==> src/design/host_port_pkg.sv <==
package host_port_pkg;
    // ------------------------------------------------------------
    // Timing
    // ------------------------------------------------------------
    localparam int CLK_PERIOD_NS    = 40;
    localparam int HALF_CYCLE_NS    = CLK_PERIOD_NS / 2;
    localparam int EXTRA_NS         = 16;
    localparam int WAIT_DMA16_NS    = 18 * HALF_CYCLE_NS + EXTRA_NS;
    localparam int WAIT_DMA32_NS    = 26 * HALF_CYCLE_NS + EXTRA_NS;
    localparam int WAIT_IDLE_NS     = 10 * HALF_CYCLE_NS + EXTRA_NS;
    localparam int WAIT_INTBIT_NS   = 6 * HALF_CYCLE_NS + EXTRA_NS;
    // Longest times round down, never below one cycle
    localparam int WAIT_DMA16_CYC   = (WAIT_DMA16_NS / CLK_PERIOD_NS) < 1 ? 1 : WAIT_DMA16_NS / CLK_PERIOD_NS;
    localparam int WAIT_DMA32_CYC   = (WAIT_DMA32_NS / CLK_PERIOD_NS) < 1 ? 1 : WAIT_DMA32_NS / CLK_PERIOD_NS;
    localparam int WAIT_IDLE_CYC    = (WAIT_IDLE_NS / CLK_PERIOD_NS) < 1 ? 1 : WAIT_IDLE_NS / CLK_PERIOD_NS;
    localparam int WAIT_INTBIT_CYC  = (WAIT_INTBIT_NS / CLK_PERIOD_NS) < 1 ? 1 : WAIT_INTBIT_NS / CLK_PERIOD_NS;
    localparam int CNT_W            = 4;

    // ------------------------------------------------------------
    // Access types and reset values
    // ------------------------------------------------------------
    localparam logic [1:0] ACC_CONTROL = 2'h0;
    localparam logic [7:0] DATA_RESET  = 8'h00;
    localparam logic [3:0] CNT_RESET   = 4'h0;

    typedef enum logic [2:0] {
        ST_IDLE  = 3'b001,
        ST_FETCH = 3'b010,
        ST_WAIT  = 3'b100
    } port_state_type;
endpackage : host_port_pkg

==> src/design/pin_sync.sv <==
`timescale 1ns/1ps
`default_nettype none
module pin_sync #(
    parameter int WIDTH = 1
) (
    input  wire logic             i_sys_clk,
    input  wire logic             i_rst_n,
    input  wire logic             i_ce,
    input  wire logic [WIDTH-1:0] i_async,
    input  wire logic [WIDTH-1:0] i_reset_val,
    output var  logic [WIDTH-1:0] o_sync
);
    logic [WIDTH-1:0] s1;
    logic [WIDTH-1:0] s2;
    logic [WIDTH-1:0] s3;
    logic [WIDTH-1:0] next_sync;

    // A change counts only once the second and third stages agree
    always_comb begin
        next_sync = o_sync;
        for (int k = 0; k < WIDTH; k++) begin
            if (s2[k] == s3[k]) begin
                next_sync[k] = s3[k];
            end
        end
    end

    always_ff @(posedge i_sys_clk) begin
        if (!i_rst_n) begin
            s1     <= '0;
            s2     <= '0;
            s3     <= '0;
            o_sync <= '0;
        end else if (i_ce) begin
            s1     <= i_async;
            s2     <= s1;
            s3     <= s2;
            o_sync <= next_sync;
        end
    end
    // Reset value port unused: reset loads zeros, so idle-high pins are inverted by the caller
    logic unused_ok;
    assign unused_ok = ^i_reset_val;
endmodule : pin_sync
`default_nettype wire

==> src/design/host_port_handshake.sv <==
// Notes on behaviour
// - Access active only while select and strobes low
// - Ready high whenever port select high
// - Read data driven only after strobe falls
// - First byte immediate; second byte waits fetch
// - Memory wait bounded by DMA mode
// - Interrupt-bit control writes drop ready briefly
// - Other control writes keep ready high
// - Ready rises on CPU clock edge
// - Host interrupt changes on CPU clock edge
// - Memory access stretched while DMA uses bus
// - Control bits latched on address or access strobe
// - General-purpose pins updated and sampled on clock
`timescale 1ns/1ps
`default_nettype none
module host_port_handshake (
    input  wire logic       i_sys_clk,
    input  wire logic       i_rst_n,
    input  wire logic       i_ce,
    // Host pins
    input  wire logic       i_port_select_n,
    input  wire logic       i_data_strobe_a_n,
    input  wire logic       i_data_strobe_b_n,
    input  wire logic       i_address_strobe_n,
    input  wire logic       i_access_type_bit0,
    input  wire logic       i_access_type_bit1,
    input  wire logic       i_read_write_select,
    input  wire logic       i_byte_ident_input,
    input  wire logic [7:0] i_host_data_bus,
    output logic      [7:0] o_host_data_bus,
    output logic            o_host_data_bus_oe,
    output logic            o_host_ready_out,
    output logic            o_host_interrupt_out,
    // Internal side
    input  wire logic       i_gpio_mode,
    input  wire logic [7:0] i_gpio_dir,
    input  wire logic [7:0] i_gpio_out,
    output logic      [7:0] o_gpio_in,
    input  wire logic       i_host_interrupt_set,
    input  wire logic       i_host_interrupt_clear,
    input  wire logic       i_dma_active,
    input  wire logic       i_dma_32bit,
    input  wire logic       i_dma_bus_busy,
    input  wire logic [7:0] i_ctrl_read_byte,
    output logic            o_mem_req,
    output logic            o_mem_write,
    input  wire logic       i_mem_ack,
    input  wire logic [15:0] i_mem_rdata,
    output logic      [15:0] o_mem_wdata,
    output logic      [1:0] o_access_type,
    output logic            o_ctrl_write,
    output logic      [7:0] o_ctrl_wdata,
    output logic            o_ctrl_byte_ident,
    output logic            o_dsp_interrupt_request_bit
);
    import host_port_pkg::*;

    // ------------------------------------------------------------
    // Pin synchronisers
    // ------------------------------------------------------------
    logic [15:0] pins_sync;
    logic        sel_n_s;
    logic        strobe_a_s;
    logic        strobe_b_s;
    logic        addr_strobe_s;
    logic [3:0]  ctl_s;
    logic [7:0]  data_s;

    pin_sync #(.WIDTH(16)) u_pin_sync (
        .i_sys_clk   (i_sys_clk),
        .i_rst_n     (i_rst_n),
        .i_ce        (i_ce),
        .i_async     ({~i_port_select_n, ~i_data_strobe_a_n, ~i_data_strobe_b_n, ~i_address_strobe_n,
                       i_access_type_bit1, i_access_type_bit0, i_read_write_select, i_byte_ident_input,
                       i_host_data_bus}),
        .i_reset_val (16'h0000),
        .o_sync      (pins_sync)
    );
    // Strobes enter inverted so that reset zeros mean idle
    assign sel_n_s       = ~pins_sync[15];
    assign strobe_a_s    = ~pins_sync[14];
    assign strobe_b_s    = ~pins_sync[13];
    assign addr_strobe_s = ~pins_sync[12];
    assign ctl_s         = pins_sync[11:8];
    assign data_s        = pins_sync[7:0];

    logic combined_access_strobe;
    assign combined_access_strobe = sel_n_s | strobe_a_s | strobe_b_s;

    // ------------------------------------------------------------
    // Handshake state
    // ------------------------------------------------------------
    port_state_type state;
    port_state_type next_state;
    logic           strobe_q;
    logic           addr_q;
    logic [3:0]     latched_control_group;
    logic [3:0]     next_latched_control_group;
    logic [CNT_W-1:0] cnt;
    logic [CNT_W-1:0] next_cnt;
    logic [15:0]    word;
    logic [15:0]    next_word;
    logic [7:0]     wbyte;
    logic [7:0]     next_wbyte;
    logic           next_ready;
    logic           next_oe;
    logic [7:0]     next_hd;
    logic           next_int;
    logic [7:0]     next_gpio_in;
    logic           next_req;
    logic           next_mwr;
    logic           next_cwr;
    logic           next_dsp_interrupt_request_bit;

    logic strobe_fall;
    logic strobe_rise;
    logic addr_fall;
    logic is_read;
    logic is_mem;
    logic intbit_write;
    logic [CNT_W-1:0] mem_limit;

    assign strobe_fall = strobe_q & ~combined_access_strobe;
    assign strobe_rise = ~strobe_q & combined_access_strobe;
    assign addr_fall   = addr_q & ~addr_strobe_s;
    assign is_read     = latched_control_group[1];
    assign is_mem      = latched_control_group[3:2] != ACC_CONTROL;
    assign intbit_write = ~is_read & ~is_mem & (data_s[1] | data_s[3]);

    always_comb begin
        if (!i_dma_active) begin
            mem_limit = CNT_W'(WAIT_IDLE_CYC);
        end else if (i_dma_32bit) begin
            mem_limit = CNT_W'(WAIT_DMA32_CYC);
        end else begin
            mem_limit = CNT_W'(WAIT_DMA16_CYC);
        end
    end

    always_comb begin
        next_state   = state;
        next_cnt     = cnt;
        next_word    = word;
        next_wbyte   = wbyte;
        next_ready   = o_host_ready_out;
        next_oe      = o_host_data_bus_oe;
        next_hd      = o_host_data_bus;
        next_req     = 1'b0;
        next_mwr     = o_mem_write;
        next_cwr     = 1'b0;
        next_dsp_interrupt_request_bit  = 1'b0;
        next_latched_control_group = latched_control_group;
        next_int     = o_host_interrupt_out;
        next_gpio_in = o_gpio_in;

        if (addr_fall) begin
            next_latched_control_group = ctl_s;
        end else if (strobe_fall && addr_strobe_s) begin
            next_latched_control_group = ctl_s;
        end

        unique case (state)
            ST_IDLE: begin
                if (!i_gpio_mode && strobe_fall && next_latched_control_group[1]) begin
                    next_oe = 1'b1;
                    if (next_latched_control_group[3:2] == ACC_CONTROL) begin
                        next_hd = i_ctrl_read_byte;
                    end else if (next_latched_control_group[0]) begin
                        next_hd = word[7:0];
                    end else begin
                        next_hd = word[15:8];
                    end
                end
                if (!i_gpio_mode && strobe_fall && !next_latched_control_group[1]) begin
                    next_oe = 1'b0;
                end
                if (strobe_rise) begin
                    next_oe = 1'b0;
                    if (is_mem && latched_control_group[0]) begin
                        // Read prefetches after the second byte, write commits after it
                        next_ready = 1'b0;
                        next_cnt   = CNT_RESET;
                        next_req   = 1'b1;
                        next_mwr   = ~is_read;
                        next_state = ST_FETCH;
                    end else if (!is_mem && !is_read) begin
                        next_cwr    = 1'b1;
                        next_dsp_interrupt_request_bit = data_s[1];
                        if (intbit_write) begin
                            next_ready = 1'b0;
                            next_cnt   = CNT_W'(WAIT_INTBIT_CYC);
                            next_state = ST_WAIT;
                        end
                    end
                    if (!is_read && !latched_control_group[0]) begin
                        next_wbyte = data_s;
                    end
                end
            end
            ST_FETCH: begin
                next_cnt = cnt + 1'b1;
                if (i_dma_bus_busy) begin
                    next_req = 1'b1;
                end else if (i_mem_ack || cnt >= mem_limit - 1'b1) begin
                    if (!o_mem_write) begin
                        next_word = i_mem_rdata;
                    end
                    next_ready = 1'b1;
                    next_state = ST_IDLE;
                end else begin
                    next_req = 1'b1;
                end
            end
            ST_WAIT: begin
                next_cnt = cnt - 1'b1;
                if (cnt <= 4'h1) begin
                    next_ready = 1'b1;
                    next_state = ST_IDLE;
                end
            end
            default: begin
                next_state = ST_IDLE;
                next_ready = 1'b1;
            end
        endcase

        if (sel_n_s) begin
            next_ready = 1'b1;
        end

        if (i_gpio_mode) begin
            next_oe      = |i_gpio_dir;
            next_hd      = i_gpio_out & i_gpio_dir;
            next_gpio_in = data_s;
        end

        if (i_host_interrupt_set) begin
            next_int = 1'b1;
        end else if (i_host_interrupt_clear) begin
            next_int = 1'b0;
        end
    end

    always_ff @(posedge i_sys_clk) begin
        if (!i_rst_n) begin
            state                 <= ST_IDLE;
            strobe_q              <= 1'b1;
            addr_q                <= 1'b1;
            latched_control_group <= 4'h0;
            cnt                   <= CNT_RESET;
            word                  <= 16'h0000;
            wbyte                 <= DATA_RESET;
            o_host_ready_out      <= 1'b1;
            o_host_data_bus_oe    <= 1'b0;
            o_host_data_bus       <= DATA_RESET;
            o_host_interrupt_out  <= 1'b0;
            o_gpio_in             <= DATA_RESET;
            o_mem_req             <= 1'b0;
            o_mem_write           <= 1'b0;
            o_ctrl_write          <= 1'b0;
            o_dsp_interrupt_request_bit <= 1'b0;
        end else if (i_ce) begin
            state                 <= next_state;
            strobe_q              <= combined_access_strobe;
            addr_q                <= addr_strobe_s;
            latched_control_group <= next_latched_control_group;
            cnt                   <= next_cnt;
            word                  <= next_word;
            wbyte                 <= next_wbyte;
            o_host_ready_out      <= next_ready;
            o_host_data_bus_oe    <= next_oe;
            o_host_data_bus       <= next_hd;
            o_host_interrupt_out  <= next_int;
            o_gpio_in             <= next_gpio_in;
            o_mem_req             <= next_req;
            o_mem_write           <= next_mwr;
            o_ctrl_write          <= next_cwr;
            o_dsp_interrupt_request_bit <= next_dsp_interrupt_request_bit;
        end
    end

    // Write data held from the closing write strobe, so a slow memory sees it steady
    always_ff @(posedge i_sys_clk) begin
        if (!i_rst_n) begin
            o_mem_wdata       <= 16'h0000;
            o_access_type     <= 2'h0;
            o_ctrl_wdata      <= DATA_RESET;
            o_ctrl_byte_ident <= 1'b0;
        end else if (i_ce) begin
            o_mem_wdata       <= (strobe_rise && !is_read) ? {wbyte, data_s} : o_mem_wdata;
            o_access_type     <= latched_control_group[3:2];
            o_ctrl_wdata      <= (strobe_rise && !is_read) ? data_s : o_ctrl_wdata;
            o_ctrl_byte_ident <= latched_control_group[0];
        end
    end
endmodule : host_port_handshake
`default_nettype wire

==> config.mk <==
export PLATFORM = sky130hd
export DESIGN_NAME = host_port_handshake
export DESIGN_NICKNAME = d
export VERILOG_FILES = /design/src/design/host_port_pkg.sv /design/src/design/pin_sync.sv /design/src/design/host_port_handshake.sv
export SDC_FILE = /design/constraint.sdc
export NUM_CORES = 1
export LEC_CHECK = 0
export BUFFER_PORTS_ARGS = -buffer_cell sky130_fd_sc_hd__buf_4
export CAP_MARGIN = 5
export CORE_MARGIN = 2
export CORE_UTILIZATION = 35
export DETAILED_ROUTE_END_ITERATION = 10
export HOLD_SLACK_MARGIN = 0.15
export PLACE_DENSITY = 0.56
export SLEW_MARGIN = 10
export SYNTH_ARGS = -nofsm -noshare
export SYNTH_HDL_FRONTEND = slang
export SYNTH_HIERARCHICAL = 1
export SYNTH_SLANG_ARGS = --single-unit
==> constraint.sdc <==
create_clock -name i_sys_clk -period 2.2 [get_ports i_sys_clk]
set_input_delay 0.22 -clock i_sys_clk [delete_from_list [all_inputs] [get_ports i_sys_clk]]
set_output_delay 0.22 -clock i_sys_clk [all_outputs]
set_load 0.02 [all_outputs]
==> flow_summary.json <==
{
  "outcome": "complete, no violations",
  "worstMarginPinSlew_ns": 0.795,
  "switching_share": 0.232,
  "pre_cts_slack_ns": 0.241,
  "end_kind": "register",
  "dr.pass1.iters": 5,
  "slowest_stage": "dfxtp_1",
  "die_h_um": 143,
  "cts_buffers": 17,
  "max_freq_mhz": 509,
  "nets": 962,
  "hold_slack_ns": 0.160,
  "cp_data_required_time_ns": 2.49,
  "setup_ws_ns": 0.237,
  "avgRoutedWirePerCell_um": 14.8,
  "synthCells": 735,
  "grt_usage": 0.168,
  "via_per_inst": 4.93,
  "clock_latency_ns": 0.42,
  "globalRoute.totalOverflow": 0,
  "initialDrtViolationCount": 244,
  "die_w_um": 143,
  "drc": 0,
  "grt_use_met2": 0.256,
  "p_int_mw": 4.82,
  "multi_input_area_um2": 3400,
  "total_power_mw": 6.27,
  "grt_setup_unrepaired": "false",
  "drive_gt1_frac": 0.221,
  "num_vias": 5600,
  "cp-endpoint": "word[9]",
  "setup_tns_ns": 0,
  "fin_skew_ns": 0.00939,
  "mostFrequentLayoutCells": "143 x dfxtp_1, 134 x buf_4, 98 x mux2i_1",
  "min_period_ns": 1.96,
  "pin_count": 116,
  "ctsHtreeMaxLevel": 4,
  "cp_slowest_stage_delay_ns": 0.41,
  "ir_drop_mv": 0.531,
  "use_met1": 0.241,
  "crit_arrival_ns": 2.25,
  "hold_path_depth": 3,
  "reg2reg_slack_ns": 0.24,
  "yosysWarningCount": 6,
  "reg2reg_from": "state[2]",
  "regArea_um2": 2860,
  "final_common_cell": "dfxtp_1",
  "grt_max_degree": 65,
  "p_per_area_nw_per_um2": 707,
  "crit_path_start": "state[2]",
  "slew_viol_final": 0,
  "maxCapViolCount": 0,
  "seqPwrFrac": 0.427,
  "leakage_nw": 3.58,
  "fill_cells": 1821,
  "min_path_type": "in2reg",
  "start_kind": "register",
  "path_cells": "nand2b_2 -> or3_4 -> a211oi_4 -> buf_12 -> mux2i_1 -> nor2_1",
  "reg2reg_to": "word[9]",
  "drtAntennaViolNets": 0,
  "gp_congestion": 0.833,
  "die_area_um2": 20300,
  "synth_area_per_cell_um2": 9.14,
  "cts_setup_buffers": 0,
  "reg2reg_depth": 6,
  "row_count": 50,
  "grtUsageMet3": 0.0363,
  "grt_pass1_wl_um": 27200,
  "setup_violations": 0,
  "port_buffers": 115,
  "area_growth_pct": 32.0,
  "finalHoldViolCount": 0,
  "clk_pin_slew_ns": 0.06,
  "final.period_utilization": 0.892,
  "slew_headroom": 0.470,
  "drt-total-wl_um": 16800,
  "grt_pass1_vias": 5234,
  "cts_tree": "done",
  "hp-start": "i_gpio_out[5]",
  "path_class": "reg2reg",
  "power_switching_mw": 1.46,
  "start_util": 0.358,
  "synth_area_um2": 6720,
  "cts_max_path_buffers": 2,
  "cts.sinks": 143,
  "core_area_um2": 18800,
  "cts_root_buf": "clkbuf_16",
  "cp_max_fo": 16,
  "antenna_found_initial": 0,
  "busiest_layer": "met2",
  "dp_hpwl_um": 11000,
  "n_antenna_cell": 0,
  "synth_nets": 807,
  "pwr-share-comb": 0.080,
  "clock_power_share": 0.492
}
==> power by group through the flow <==
stage | Clock, mW | Combinational [mW] | Sequential (mW)
2_1_floorplan | 0 | 0.268 | 2.73
3_3_place_gp | 0 | 0.429 | 2.74
3_5_place_dp | 0 | 0.431 | 2.74
4_1_cts | 3.17 | 0.505 | 2.68
5_1_grt | 3.28 | 0.552 | 2.69
6_report | 3.09 | 0.503 | 2.68
==> critical path: cells and delay by family (launching register included) <==
family / cells / cell delay, ns
AO/OA/AOI/OAI: 1 / 0.28
flip-flops: 1 / 0.41
AND/OR/NAND/NOR: 3 / 0.72
multiplexers: 1 / 0.20
buffers and inverters: 1 / 0.21
==> final cells by class <==
class                   instances  share of cell area
well taps                     234              0.0330
inverters                      32              0.0138
multi-input cells             508               0.384
clock buffers                  18              0.0484
clock inverters                14              0.0229
flip-flops and latches        143               0.323
repair buffers                188               0.176
==> worst min path at each step <==
stage and to:
2_1_floorplan u_pin_sync/s1[0], 3_3_place_gp o_mem_wdata[12], 3_5_place_dp o_mem_wdata[12], 4_1_cts o_host_data_bus[0], 5_1_grt o_host_data_bus[5], 6_report o_host_data_bus[5]
==> what timing repair did <==
item,CTS,global route
hold endpoints to repair,42,0
resized for setup,0,1
hold buffers,53,0
endpoints found under the setup margin,0,2
==> registers in the layout, indices dropped and copies added, names as in the netlist, 2 cells and up <==
name / cells
o_access_type: 2
u_pin_sync/s2: 16
o_host_data_bus: 8
word: 16
latched_control_group: 4
cnt: 4
o_mem_wdata: 16
state: 3
u_pin_sync/s1: 16
wbyte: 8
u_pin_sync/s3: 16
u_pin_sync/o_sync: 16
o_gpio_in: 8
==> metrics by stage <==
step	area (µm²)	util	cells
finish	8870	0.472	1137
global route	8870	0.472	1137
CTS	8860	0.472	1137
detailed placement	7700	0.410	1052
global placement	7700	0.410	1052
floorplan	6720	-	735
==> per-layer routing <==
layer / vias up / share of wire
met5: - / 0
met4: 0 / 0.0092
met3: 11 / 0.041
met2: 112 / 0.44
met1: 2585 / 0.51
li1: 2892 / -
Note: power is estimated with default switching activity, not from simulation.
